### src/shared/t16oc_pkg.sv
// Purpose: constants, types and mode decoding for the 16-bit timer output compare unit
// Assumes: byte-wide register port, two compare channels (A = index 0, B = index 1)
// Notes: offsets are byte addresses on the 4-bit register port
package t16oc_pkg;

  // ==========================================================================
  // sizes
  localparam int T16OC_NCH = 2;
  localparam int T16OC_CW = 16;
  localparam int T16OC_AW = 4;
  localparam int T16OC_DW = 8;

  // ==========================================================================
  // register offsets
  localparam logic [3:0] T16OC_OFS_WAVE = 4'h0;
  localparam logic [3:0] T16OC_OFS_OUTMODE = 4'h1;
  localparam logic [3:0] T16OC_OFS_FORCE = 4'h2;
  localparam logic [3:0] T16OC_OFS_FLAG = 4'h3;
  localparam logic [3:0] T16OC_OFS_IRQEN = 4'h4;
  localparam logic [3:0] T16OC_OFS_STATE = 4'h5;
  localparam logic [3:0] T16OC_OFS_CMPA_LO = 4'h6;
  localparam logic [3:0] T16OC_OFS_CMPA_HI = 4'h7;
  localparam logic [3:0] T16OC_OFS_CMPB_LO = 4'h8;
  localparam logic [3:0] T16OC_OFS_CMPB_HI = 4'h9;

  // ==========================================================================
  // field positions and reset values
  localparam int T16OC_OUTMODE_W = 2;
  localparam int T16OC_WAVE_W = 4;
  localparam logic [1:0] T16OC_OM_NONE = 2'h0;
  localparam logic [1:0] T16OC_OM_TOGGLE = 2'h1;
  localparam logic [1:0] T16OC_OM_CLEAR = 2'h2;
  localparam logic [1:0] T16OC_OM_SET = 2'h3;
  localparam logic [3:0] T16OC_WAVE_NORMAL = 4'h0;
  localparam logic [3:0] T16OC_WAVE_CTC_A = 4'h4;
  localparam logic [3:0] T16OC_WAVE_CTC_CAP = 4'hC;
  localparam logic [3:0] T16OC_WAVE_RST = 4'h0;
  localparam logic [15:0] T16OC_CMP_RST = 16'h0000;
  localparam logic [7:0] T16OC_RD_UNMAPPED = 8'h00;

  // ==========================================================================
  // carriers
  typedef struct packed {
    logic [15:0] value;
    logic at_top;
    logic at_floor;
    logic down;
    logic tick;
    logic wr;
  } t16oc_cnt_s;

  typedef struct packed {
    logic [3:0] wave_mode;
    logic [1:0][1:0] out_mode;
    logic [1:0] flag;
    logic [1:0] irq_en;
    logic [1:0] out_state;
    logic [1:0][15:0] active_val;
    logic [1:0][15:0] buffer_val;
    logic [7:0] high_latch;
    logic block;
    logic [1:0] match_pend;
    logic [7:0] rdata;
  } t16oc_state_s;

  // ==========================================================================
  // mode decoding
  function automatic logic t16oc_is_pwm(input logic [3:0] mode);
    return !(mode == T16OC_WAVE_NORMAL || mode == T16OC_WAVE_CTC_A ||
             mode == T16OC_WAVE_CTC_CAP || mode == 4'hD);
  endfunction

  function automatic logic t16oc_is_fast(input logic [3:0] mode);
    return mode == 4'h5 || mode == 4'h6 || mode == 4'h7 || mode == 4'hE || mode == 4'hF;
  endfunction

  // single-slope and frequency-correct modes reload at the floor, the rest at the ceiling
  function automatic logic t16oc_upd_floor(input logic [3:0] mode);
    return t16oc_is_fast(mode) || mode == 4'h8 || mode == 4'h9;
  endfunction

endpackage

### src/rtl/t16oc_out_action.sv
// Purpose: next value of one channel's output state bit
// Assumes: fire and force are one-cycle events already qualified by the caller
// Notes: purely combinational, instantiated once per channel
`timescale 1ns/10ps
module t16oc_out_action import t16oc_pkg::*; (
  input wire logic [3:0] wave_mode_i,
  input wire logic [1:0] out_mode_i,
  input wire logic state_i,
  input wire logic fire_i,
  input wire logic force_i,
  input wire logic tick_i,
  input wire logic at_top_i,
  input wire logic down_i,
  output logic state_nxt_o
);

  logic pwm;
  logic fast;

  assign pwm = t16oc_is_pwm(wave_mode_i);
  assign fast = t16oc_is_fast(wave_mode_i);

  always_comb begin
    state_nxt_o = state_i;
    if (out_mode_i != T16OC_OM_NONE) begin
      if (!pwm) begin
        if (fire_i || force_i) begin
          case (out_mode_i)
            T16OC_OM_TOGGLE: state_nxt_o = ~state_i;
            T16OC_OM_CLEAR: state_nxt_o = 1'b0;
            T16OC_OM_SET: state_nxt_o = 1'b1;
            default: state_nxt_o = state_i;
          endcase
        end
      end else if (out_mode_i != T16OC_OM_TOGGLE) begin
        // toggle has no meaning for a single pwm channel here and is left inert
        if (fast) begin
          if (fire_i) begin
            state_nxt_o = (out_mode_i == T16OC_OM_CLEAR);
          end else if (tick_i && at_top_i) begin
            state_nxt_o = (out_mode_i == T16OC_OM_SET);
          end
        end else if (fire_i) begin
          state_nxt_o = (out_mode_i == T16OC_OM_CLEAR) ? down_i : ~down_i;
        end
      end
    end
  end

endmodule

### src/rtl/t16oc_top.sv
// Purpose: two output compare channels of a 16-bit timer/counter
// Assumes: counter value, ceiling, floor, direction, tick and counter write come from the counter unit
// Notes: byte register port, read data one cycle after the read strobe
//
// Notes on behaviour
// - compare full counter with compare value
// - flag sets one timer tick after match
// - enabled flag requests irq, ack clears
// - writing one clears flag, zero ignored
// - match, ceiling, floor go to waveform logic
// - channel A value serves as ceiling
// - double buffered only in pwm modes
// - buffer reloads at ceiling or floor
// - cpu reaches buffer or active register
// - only writes change value; high read direct
// - high byte latched; low write stores both
// - force acts like match outside pwm modes, no flag
// - counter write blocks next tick matches
// - output state survives waveform mode change
// - output mode bits take effect immediately
// - output mode sets action and pin source
// - reset clears output state bit
// - nonzero mode overrides port value, not direction
// - zero output mode leaves state untouched
`timescale 1ns/10ps
module t16oc_top import t16oc_pkg::*; #(
  parameter int CH_COUNT = T16OC_NCH
) (
  input wire logic clk_i,
  input wire logic rst_i,
  input wire logic [3:0] reg_addr_i,
  input wire logic [7:0] reg_wdata_i,
  input wire logic reg_wr_i,
  input wire logic reg_rd_i,
  output logic [7:0] reg_rdata_o,
  input wire t16oc_cnt_s cnt_i,
  input wire logic [1:0] irq_ack_i,
  output logic [1:0] irq_req_o,
  output logic [1:0] match_o,
  output logic cnt_top_o,
  output logic cnt_floor_o,
  output logic [15:0] ceiling_a_o,
  output logic [1:0] out_state_o,
  input wire logic [1:0] port_value_i,
  input wire logic [1:0] port_dir_i,
  output logic [1:0] pin_out_o,
  output logic [1:0] pin_oe_o
);

  // ==========================================================================
  // elaboration check
  if (CH_COUNT != T16OC_NCH) begin : g_bad_count
    $error("t16oc_top serves exactly two compare channels");
  end

  // ==========================================================================
  // state
  t16oc_state_s st_r;
  t16oc_state_s st_nxt;

  logic dbuf;
  logic [1:0] equal;
  logic [1:0] fire;
  logic [1:0] force_hit;
  logic [1:0] state_next;
  logic [1:0] flag_clear;
  logic wr_wave;
  logic wr_outmode;
  logic wr_force;
  logic wr_flag;
  logic wr_irqen;
  logic [1:0] wr_lo;
  logic [1:0] wr_hi;
  logic [1:0] rd_hi;
  logic [1:0] rd_lo;

  // ==========================================================================
  // decode helpers
  function automatic logic [1:0] cmp_lo_hit(input logic [3:0] addr);
    return {addr == T16OC_OFS_CMPB_LO, addr == T16OC_OFS_CMPA_LO};
  endfunction

  function automatic logic [1:0] cmp_hi_hit(input logic [3:0] addr);
    return {addr == T16OC_OFS_CMPB_HI, addr == T16OC_OFS_CMPA_HI};
  endfunction

  assign dbuf = t16oc_is_pwm(st_r.wave_mode);

  assign wr_wave = reg_wr_i && reg_addr_i == T16OC_OFS_WAVE;
  assign wr_outmode = reg_wr_i && reg_addr_i == T16OC_OFS_OUTMODE;
  assign wr_force = reg_wr_i && reg_addr_i == T16OC_OFS_FORCE;
  assign wr_flag = reg_wr_i && reg_addr_i == T16OC_OFS_FLAG;
  assign wr_irqen = reg_wr_i && reg_addr_i == T16OC_OFS_IRQEN;
  assign wr_lo = reg_wr_i ? cmp_lo_hit(reg_addr_i) : 2'h0;
  assign wr_hi = reg_wr_i ? cmp_hi_hit(reg_addr_i) : 2'h0;
  assign rd_lo = cmp_lo_hit(reg_addr_i);
  assign rd_hi = cmp_hi_hit(reg_addr_i);

  // ==========================================================================
  // per-channel compare and output action
  for (genvar c = 0; c < T16OC_NCH; c++) begin : g_ch
    // the comparator always watches the active register, never the buffer
    assign equal[c] = cnt_i.value == st_r.active_val[c];
    // a pending match lands on the following tick, unless a counter write blocks it
    assign fire[c] = cnt_i.tick && st_r.match_pend[c];
    // force only acts outside the pwm modes
    assign force_hit[c] = wr_force && reg_wdata_i[c] && !dbuf;
    // write-one-to-clear or interrupt service, both drop the flag
    assign flag_clear[c] = (wr_flag && reg_wdata_i[c]) || irq_ack_i[c];

    t16oc_out_action u_action (
      .wave_mode_i(st_r.wave_mode),
      .out_mode_i(st_r.out_mode[c]),
      .state_i(st_r.out_state[c]),
      .fire_i(fire[c]),
      .force_i(force_hit[c]),
      .tick_i(cnt_i.tick),
      .at_top_i(cnt_i.at_top),
      .down_i(cnt_i.down),
      .state_nxt_o(state_next[c])
    );
  end

  // ==========================================================================
  // next state
  always_comb begin
    st_nxt = st_r;

    // configuration writes
    if (wr_wave) begin
      // the output state bits are not touched by a mode change
      st_nxt.wave_mode = reg_wdata_i[T16OC_WAVE_W-1:0];
    end
    if (wr_outmode) begin
      // no shadow copy: the new action applies at the very next event
      st_nxt.out_mode[0] = reg_wdata_i[1:0];
      st_nxt.out_mode[1] = reg_wdata_i[3:2];
    end
    if (wr_irqen) begin
      st_nxt.irq_en = reg_wdata_i[1:0];
    end

    // match blocking: a counter write arms the block, the next tick consumes it
    if (cnt_i.wr) begin
      st_nxt.block = 1'b1;
    end else if (cnt_i.tick) begin
      st_nxt.block = 1'b0;
    end

    // match detection, sampled once per timer tick
    for (int c = 0; c < T16OC_NCH; c++) begin
      if (cnt_i.tick) begin
        st_nxt.match_pend[c] = equal[c] && !st_r.block && !cnt_i.wr;
      end else if (cnt_i.wr) begin
        st_nxt.match_pend[c] = 1'b0;
      end
      // a new match outranks a clear issued in the same cycle
      st_nxt.flag[c] = (st_r.flag[c] && !flag_clear[c]) || fire[c];
      st_nxt.out_state[c] = state_next[c];
    end

    // double-buffer reload at the mode's turning point
    if (dbuf && cnt_i.tick) begin
      if (t16oc_upd_floor(st_r.wave_mode) ? cnt_i.at_floor : cnt_i.at_top) begin
        st_nxt.active_val = st_r.buffer_val;
      end
    end

    // 16-bit compare value writes through the shared high-byte latch
    if (wr_hi != 2'h0) begin
      st_nxt.high_latch = reg_wdata_i;
    end
    for (int c = 0; c < T16OC_NCH; c++) begin
      if (wr_lo[c]) begin
        // both bytes land in one clock so the comparator never sees a torn value
        if (dbuf) begin
          st_nxt.buffer_val[c] = {st_r.high_latch, reg_wdata_i};
        end else begin
          st_nxt.active_val[c] = {st_r.high_latch, reg_wdata_i};
        end
      end
    end

    // read data, valid in the cycle after the strobe only
    st_nxt.rdata = T16OC_RD_UNMAPPED;
    if (reg_rd_i) begin
      case (reg_addr_i)
        T16OC_OFS_WAVE: st_nxt.rdata = {4'h0, st_r.wave_mode};
        T16OC_OFS_OUTMODE: st_nxt.rdata = {4'h0, st_r.out_mode[1], st_r.out_mode[0]};
        T16OC_OFS_FLAG: st_nxt.rdata = {6'h00, st_r.flag};
        T16OC_OFS_IRQEN: st_nxt.rdata = {6'h00, st_r.irq_en};
        T16OC_OFS_STATE: st_nxt.rdata = {6'h00, st_r.out_state};
        default: begin
          for (int c = 0; c < T16OC_NCH; c++) begin
            // high byte comes straight from the target, the latch is write-only
            if (rd_hi[c]) begin
              st_nxt.rdata = dbuf ? st_r.buffer_val[c][15:8] : st_r.active_val[c][15:8];
            end
            if (rd_lo[c]) begin
              st_nxt.rdata = dbuf ? st_r.buffer_val[c][7:0] : st_r.active_val[c][7:0];
            end
          end
        end
      endcase
    end
  end

  // ==========================================================================
  // state register
  always_ff @(posedge clk_i) begin
    if (rst_i) begin
      st_r.wave_mode <= T16OC_WAVE_RST;
      st_r.out_mode <= '0;
      st_r.flag <= 2'h0;
      st_r.irq_en <= 2'h0;
      st_r.out_state <= 2'h0;
      st_r.active_val <= {T16OC_CMP_RST, T16OC_CMP_RST};
      st_r.buffer_val <= {T16OC_CMP_RST, T16OC_CMP_RST};
      st_r.high_latch <= 8'h00;
      st_r.block <= 1'b0;
      st_r.match_pend <= 2'h0;
      st_r.rdata <= T16OC_RD_UNMAPPED;
    end else begin
      st_r <= st_nxt;
    end
  end

  // ==========================================================================
  // outputs
  assign reg_rdata_o = st_r.rdata;
  assign irq_req_o = st_r.flag & st_r.irq_en;
  // match is registered, ceiling and floor pass straight through to the waveform logic
  assign match_o = st_r.match_pend;
  assign cnt_top_o = cnt_i.at_top;
  assign cnt_floor_o = cnt_i.at_floor;
  assign ceiling_a_o = st_r.active_val[0];
  assign out_state_o = st_r.out_state;

  // pin source follows the output mode, direction stays with the port
  for (genvar c = 0; c < T16OC_NCH; c++) begin : g_pin
    assign pin_out_o[c] = (st_r.out_mode[c] != T16OC_OM_NONE) ? st_r.out_state[c] : port_value_i[c];
    assign pin_oe_o[c] = port_dir_i[c];
  end

endmodule

### config.mk
export PLATFORM = sky130hd
export DESIGN_NAME = t16oc_top
export DESIGN_NICKNAME = d
export VERILOG_FILES = /design/src/shared/t16oc_pkg.sv /design/src/rtl/t16oc_out_action.sv /design/src/rtl/t16oc_top.sv
export SDC_FILE = /design/constraint.sdc
export NUM_CORES = 1
export LEC_CHECK = 0
export ABC_AREA = 1
export BUFFER_PORTS_ARGS = -buffer_cell sky130_fd_sc_hd__buf_2
export CORE_MARGIN = 4
export CORE_UTILIZATION = 41
export CTS_CLUSTER_SIZE = 8
export DETAILED_ROUTE_END_ITERATION = 12
export PLACE_DENSITY = 0.56
export SYNTH_ARGS = -nofsm -noshare
export SYNTH_HDL_FRONTEND = slang
export SYNTH_SLANG_ARGS = --single-unit
### constraint.sdc
create_clock -name clk_i -period 3.1 [get_ports clk_i]
set_input_delay 0.31 -clock clk_i [delete_from_list [all_inputs] [get_ports clk_i]]
set_output_delay 0.31 -clock clk_i [all_outputs]
set_load 0.02 [all_outputs]
After elaboration in Yosys (flattened, before gate mapping). Cells that the tools add are included.

Register bits: 97. Latch bits: 0. RAM bits: 0. ROM bits: 0. Memories: 0.

$add $sub $neg: 0. Multipliers: 0. Div/mod/pow operators: 0. Order comparisons: 0. Equality and inequality tests: 33. Shifts and indexed selects: 0. Muxes and demuxes: 43. Bitwise gates (word level): 6. Reductions and logical operators: 58.

Operator list (number): $mux W16 (4); $mux W32 (2); $mux W8 (8); $pmux W8 S5 (1); $eq A16 B16 Y1 (2); $eq A4 B3 Y1 const B (8); $eq A4 B4 Y1 const B (8); $mux W1 (24); $logic_and A1 B1 Y1 (21); $logic_or A1 B1 Y1 (15); $reduce_and A6 Y1 (2); $reduce_bool A2 Y1 (6); $reduce_bool A3 Y1 (4); $eq A2 B2 Y1 const B (4); $eq A4 B2 Y1 const B (2); $logic_not A4 Y1 (2); $ne A2 B1 Y1 const B (4); $ne A4 B1 Y1 const B (2); $pmux W1 S3 (2); $logic_not A1 Y1 (5); $not A1 Y1 (5); $eq A2 B1 Y1 const B (2); $eq A4 B1 Y1 const B (1); $mux W2 (2); other kinds (3) (4).

Logic depth before layout (Yosys ltp). Gate-level depths: netlist of run 1.

Depth in word-level cells: 12. Gate-level depth with buffers: 12.

Cells and area by module. A second synthesis of run 1 with hierarchy kept.

Cell total of the unflattened synthesis: 904. Area total of the unflattened synthesis: 5753.0 µm².

By module, submodules not included: t16oc_top (instances 1, cells an instance 818, area an instance 5390.2 µm², sequential area each 1941.9 µm²); t16oc_out_action (instances 2, cells an instance 43, area an instance 181.4 µm², sequential area each 0.0 µm²).

Least setup slack after synthesis of run 1. Ideal clock, no wire load.

Path type: input to register. Start point: in reg_addr_i[2]. End point: reg st_r[17] in the netlist's numbering. Setup time: 0.119 ns. Data arrival time: 1.319 ns. Data required time: 2.981 ns. Setup slack: 1.661 ns. Stages: 8. Buffers on the path: 1. Cells stage by stage: inv_1 -> nor2_4 -> inv_2 -> nor2_2 -> o21ai_2 -> buf_6 -> o21ai_0 -> a21oi_1.

Word-level cells in the longest chain between the ends: 3. Elaborated cells between the ends (all ways): 4.

Ends and longest elaborated chain: from (decl) (line t16oc_top.sv:31) `input wire logic [3:0] reg_addr_i,`; $eq A4 B3 Y1 or $eq A4 B4 Y1 (tied branches) (line t16oc_top.sv:84) `return {addr == T16OC_OFS_CMPB_HI, addr == T16OC_OFS_CMPA_HI};`; $mux W2 (*) (line t16oc_top.sv:95) `assign wr_hi = reg_wr_i ? cmp_hi_hit(reg_addr_i) : 2'h0;`; $reduce_bool A2 Y1 (*) (line t16oc_top.sv:170) `if (wr_hi != 2'h0) begin`; to (signal assigned) (line t16oc_top.sv:224) `st_r <= st_nxt;`; to (decl) (line t16oc_top.sv:58) `t16oc_state_s st_r;`.

Every way passes the cells marked *; elsewhere a longest branch is shown, timed or not. A chain may end at the register's enable or synchronous reset.

Final worst setup path of run 1.
Start point: reg st_r[95] in the netlist's numbering. End point: reg st_r (netlist bit out_state_o[1]).

Word-level cells in the longest chain between the ends: 8. Elaborated cells between the ends (all ways): 27.

Ends and longest elaborated chain: $eq A4 B3 Y1, or another cell as far along (line t16oc_pkg.sv:69) `return !(mode == T16OC_WAVE_NORMAL || mode == T16OC_WAVE_CTC_A ||`; $logic_or A1 B1 Y1 (on tied branches) (2 in a row) (line t16oc_pkg.sv:69, t16oc_pkg.sv:74); $logic_or A1 B1 Y1 (on tied branches) (line t16oc_pkg.sv:70, t16oc_pkg.sv:74); $logic_and A1 B1 Y1 or $logic_or A1 B1 Y1 (tied branches) (line t16oc_top.sv:107, t16oc_pkg.sv:74); $logic_or A1 B1 Y1 or $mux W1 (tied branches) (line t16oc_out_action.sv:27, t16oc_out_action.sv:37); $ne A2 B1 Y1 (no source line) or $mux W1 (tied branches); $reduce_and A6 Y1 (no source line) or $mux W1 (tied branches).

Parallel ways exist; a longest one is shown, timed or not. The select of a mux whose other input is x is not followed.

==> results of run 1 <==
==> cell families (layout without fill, tap and decap cells) <==
group | count (synthesis) | after routing | share of synthesized area, %
buffers and inverters | 194 | 220 | 15.6
AO/OA/AOI/OAI | 192 | 192 | 17.7
flip-flops | 97 | 97 | 34.5
AND/OR/NAND/NOR | 357 | 357 | 28.4
XOR/XNOR | 24 | 24 | 3.74
==> flip-flops by register name (all words and copies together), names as in the netlist <==
| signal | flops |
|---|---|
| st_r | 69 |
| reg_rdata_o | 8 |
| match_o | 2 |
| ceiling_a_o | 16 |
| out_state_o | 2 |
==> worst max-delay path, cell delays in order, from the launching register on <==
cell,delay (ns)
dfxtp_1,0.35
inv_2,0.05
nand2_1,0.09
nand3_2,0.24
buf_4,0.38
nor2_1,0.34
nand2_1,0.10
nand3_1,0.10
nand2_1,0.08
nand2_1,0.06
nand2_1,0.04
nor2_1,0.08
==> report_power, final <==
part / internal [mW] / switching, mW
clock network: 0.707 / 0.494
registers: 1.27 / 0.0218
logic: 0.105 / 0.224
total: 2.08 / 0.740
==> per-stage QoR <==
step / worst slack, ns / util, % / power [mW] / instance area, um^2
3_5_place_dp: 1.10 / 44.0 / 1.64 / 5870
6_report: 1.13 / 46.3 / 2.82 / 6180
3_3_place_gp: 1.17 / 44.0 / 1.64 / 5870
2_1_floorplan: 1.66 / - / 1.54 / 5620
4_1_cts: 1.15 / 46.3 / 2.83 / 6180
5_1_grt: 0.897 / 46.3 / 2.92 / 6180
==> path summary, 6_finish.rpt <==
kind                 start             end  slack [ns]  cells after the start
setup / recovery  st_r[95]  out_state_o[1]        1.13                     11
hold / removal    cnt_i[0]        st_r[10]        0.21                      3
setup reg to reg  st_r[95]  out_state_o[1]        1.13                     11
hold reg to reg   st_r[88]        st_r[88]        0.47                      2
==> metal layers <==
metal	up-vias	part of all wire, %
met3	28	8.2
met2	229	39
met5	-	0
met1	2604	50
met4	0	2.2
li1	2821	-
==> cells in the mapped netlist (all sizes together), types with 6 or more instances <==
master	n
nand2	167
inv	118
a21oi	104
dfxtp	97
nand3	76
o21ai	74
nor2	69
buf	53
nand4	31
clkbuf	23
nor3	13
xnor2	12
xor2	12
o211ai	6
==> cell type report <==
cell class	instances	area (um^2)
Clock buffer	11	233
Clock inverter	5	80.1
Fill cell	1440	7170
Inverter	118	443
Multi-Input combinational cell	573	2800
Sequential cell	97	1940
Tap cell	176	220
Timing Repair Buffer	86	460
==> flow_summary_export.csv, run 1 <==
group,metric,value,unit
global_route,grt.busiest_layer,"met1",
synth,netlist.area_leader.share,34.5,%
final_layout,instances_no_fill,1066,
place,place.port_buffers,74,
worst_setup_path,end_kind,"register",
detailed_routing,drc,0,
synth,synth.area.top_cells,"dfxtp_1 (35%), nand2_1 (11%), a21oi_1 (9.3%)",
pwr,peakVddDrop,205,uV
place,place.gp.congestion,0.906,
global_route,grt_pass1_wl,29.1,mm
global_route,grt_util_met1,36.2,%
detailed_routing,drtIter0Drc,534,
detailed_routing,totalWireLength,18.3,mm
pwr,p_leak,2.70,nW
clock_network,cts_tree,"done",
timing,slew_headroom,53.9,%
worst_setup_path,startpoint_type,"register",
clock_network,path_clk_slew,0.06,ns
global_route,grt_max_degree,50,
timing,rsz0062_at_grt,"false",
synth,synth_warnings,0,
clock_network,cts_setup_buffers,0,
timing,fmax,507,MHz
global_route,grt_overflow,0,
timing,fin_crit,1.97,ns
detailed_routing,via_count,5682,
global_route,use_met3,4.14,%
clock_network,htree_levels,3,
floorplan,dieArea,15700,um^2
floorplan,die_y,125,um
detailed_routing,drt_pass1_iterations,5,
clock_network,cts.hold.buffers_added,0,
final_layout,diodes,0,
synth,synth-edff-count,0,
place,dp.cells,1050,
global_route,grt_pass1_vias,5173,
final_layout,final_cell_mix,"nand2_1 (165), inv_1 (111), a21oi_1 (104)",
timing,maxSlewViolCount,0,
synth,synth-main-ff-cell,"dfxtp_1",
worst_setup_path,cp.required,3.39,ns
clock_network,clock_latency,0.35,ns
floorplan,core,13300,um^2
floorplan,pin_count,79,
synth,synth_cells,864,
synth,syn_avg_cell_area,6.51,um^2
global_route,antenna_found_initial,0,
detailed_routing,via_per_inst,5.33,
synth,synth_nets,907,
final_layout,layout_commonest_cell,"nand2_1",
synth,synth_cell_types,32,
hold_path,hold_path_class,"in2reg",
worst_setup_path,worstPathMaxFanout,48,
timing,whs,0.205,ns
synth,netlist_area,5620,um^2
timing,final.setup.tns,0,ns
detailed_routing,wl_per_cell,17.2,um
clock_network,root_buffer,"clkbuf_16",
timing,fin_skew,0.00823,ns
timing,setup_violations,0,
floorplan,rows,42,
clock_network,cts_max_path_buffers,2,
final_layout,final_layout_size_suffix_gt1_share,13.5,%
synth,ys_ff_latch,97,
timing,worstMarginPinSlew,0.691,ns
floorplan,start_util,42.1,%
outcome,status,"finished clean",
worst_setup_path,path_class,"reg2reg",
synth,async_reset_ff_share,0,%
floorplan,die_w,125,um
clock_network,cts_sinks,97,
final_layout,finish.net_count,928,
final_layout,syn_to_final_growth,9.90,%
worst_setup_path,crit_arrival,2.26,ns
detailed_routing,antenna_left,0,
clock_network,cts.repair.resized,0,
timing,period_share,63.6,%
synth,synth_largest_area_cell,"dfxtp_1",
global_route,grt_usage,23.3,%
clock_network,cts_made_buffers,9,
run,max_cap_violations,0,
timing,hold_viol_final,0,
global_route,met2_usage,32.0,%
pwr,p_per_area,456,nW/um^2
place,dpl.hpwl,13.5,mm
synth,ys_seq_area_share,34.5,%
(Power assumes the default switching activity.)
==> run 2: changes to the inputs <==
- clock period: 3.1 -> 2.05 ns (I/O delays scaled with it)
==> flow_summary_export.csv, run 2 (synthesis gave the netlist of run 1 again) <==
group,metric,value,unit
clock_network,cts_max_path_buffers,2,
worst_setup_path,crit_top_cell,"inv_1",
final_layout,top_register,"st_r",
timing,period_share,87.2,%
detailed_routing,wl_per_cell,16.8,um
worst_setup_path,slowest_delay,0.35,ns
pwr,switching_share,25.8,%
final_layout,largest_register_ffs,69,
floorplan,start_util,42.1,%
floorplan,die_w,125,um
clock_network,root_buffer,"clkbuf_16",
worst_setup_path,path_class,"reg2reg",
hold_path,hold_path_class,"in2reg",
timing,setup_violations,0,
outcome,status,"finished clean",
pwr,pwr-share-comb,12.0,%
global_route,antenna_found_initial,0,
global_route,grt_usage,22.9,%
clock_network,cts.hold.buffers_added,0,
timing,hold_viol_final,0,
timing,setup_slack,0.263,ns
pwr,p_per_area,684,nW/um^2
timing,fmax,559,MHz
final_layout,diodes,0,
pwr,clkPwrFrac,42.6,%
clock_network,path_clk_slew,0.07,ns
run,max_cap_violations,0,
clock_network,cts_setup_buffers,0,
place,place.port_buffers,74,
worst_setup_path,cp.required,2.29,ns
global_route,grt_max_degree,58,
detailed_routing,via_per_inst,5.35,
worst_setup_path,startpoint_type,"register",
final_layout,final_cell_mix,"nand2_1 (165), inv_1 (111), a21oi_1 (104)",
place,place.gp.congestion,0.952,
worst_setup_path,worstPathMaxFanout,18,
floorplan,die_y,125,um
place,dpl.hpwl,13.4,mm
detailed_routing,drt_pass1_iterations,7,
clock_network,cts.repair.resized,0,
final_layout,finish.net_count,938,
final_layout,layout_commonest_cell,"nand2_1",
worst_setup_path,startpoint,"st_r[96]",
worst_setup_path,cp_cell_sequence,"inv_1, nand2_1, nand3_2, inv_2, nand2_2, inv_1, a21oi_1, o21ai_0, inv_1",
timing,worstMarginPinSlew,0.652,ns
pwr,p_int,3.19,mW
detailed_routing,drc,0,
timing,maxSlewViolCount,0,
pwr,seqPwrFrac,45.4,%
pwr,power.switching,1.11,mW
global_route,grt_pass1_vias,5073,
clock_network,cts_made_buffers,9,
detailed_routing,antenna_left,0,
timing,fin_crit,1.79,ns
timing,final.setup.tns,0,ns
clock_network,cts_sinks,97,
worst_setup_path,crit_arrival,2.03,ns
clock_network,htree_levels,3,
timing,rsz0062_at_grt,"false",
timing,fin_skew,0.00854,ns
clock_network,clock_latency,0.35,ns
final_layout,final_layout_size_suffix_gt1_share,14.5,%
floorplan,dieArea,15700,um^2
floorplan,core,13300,um^2
detailed_routing,via_count,5746,
timing,slew_headroom,56.5,%
detailed_routing,drtIter0Drc,533,
floorplan,pin_count,79,
floorplan,rows,42,
hold_path,min_from,"irq_ack_i[1]",
clock_network,cts_tree,"done",
detailed_routing,totalWireLength,18.1,mm
worst_setup_path,end_kind,"register",
pwr,p_leak,2.76,nW
worst_setup_path,reg2reg_from,"st_r[96]",
place,dp_slack,0.169,ns
global_route,grt_pass1_wl,28.6,mm
worst_setup_path,cpMaxStageDelayCell,"dfxtp_1",
final_layout,syn_to_final_growth,11.8,%
pwr,peakVddDrop,284,uV
global_route,grt_overflow,0,
-- run 2: layer usage --
metal / routed length, um / global-route usage (%) / part of all wire [%] / vias to the layer above
li1: - / - / - / 2844
met5: 0 / 0 / 0 / -
met4: 369 / 7.14 / 2.0 / 0
met1: 8850 / 35.9 / 49 / 2621
met2: 7220 / 31.7 / 40 / 257
met3: 1630 / 3.67 / 9.0 / 24
-- run 2: area by class of cell --
class | instances | area, um^2
Clock buffer | 11 | 243
Clock inverter | 4 | 76.3
Fill cell | 1421 | 7060
Inverter | 118 | 443
Multi-Input combinational cell | 573 | 2800
Sequential cell | 97 | 1940
Tap cell | 176 | 220
Timing Repair Buffer | 96 | 561
-- run 2: path summary, 6_finish.rpt --
kind | endpoint | slack [ns] | cells after the start
min reg2reg | st_r[19] | 0.48 | 2
max reg2reg | st_r[69] | 0.26 | 9
min | st_r[88] | 0.11 | 4
max | st_r[69] | 0.26 | 9
-- run 2: per-stage QoR --
step	power, mW	hold WS [ns]	std cells	util (%)	instance area [um^2]
floorplan	2.33	0.322	864	-	5620
global route	4.45	0.118	1075	47.1	6290
global placement	2.50	0.410	1060	44.7	5970
detailed placement	2.50	0.410	1060	44.7	5970
finish	4.30	0.107	1075	47.1	6290
CTS	4.32	0.0998	1075	47.1	6290
-- run 2: power groups by stage --
stage | Clock (mW) | Sequential (mW) | Combinational [mW]
after floorplan | 0 | 1.98 | 0.347
after global placement | 0 | 1.99 | 0.503
after detailed placement | 0 | 1.99 | 0.508
after CTS | 1.85 | 1.95 | 0.510
after global routing | 1.93 | 1.96 | 0.573
final | 1.83 | 1.95 | 0.515
-- run 2: worst max-delay path, delay by kind of cell (launching register included) --
| kind | cells | cell delay (ns) |
|---|---|---|
| buffers and inverters | 4 | 0.58 |
| flip-flops | 1 | 0.35 |
| AO/OA/AOI/OAI | 2 | 0.17 |
| AND/OR/NAND/NOR | 3 | 0.59 |
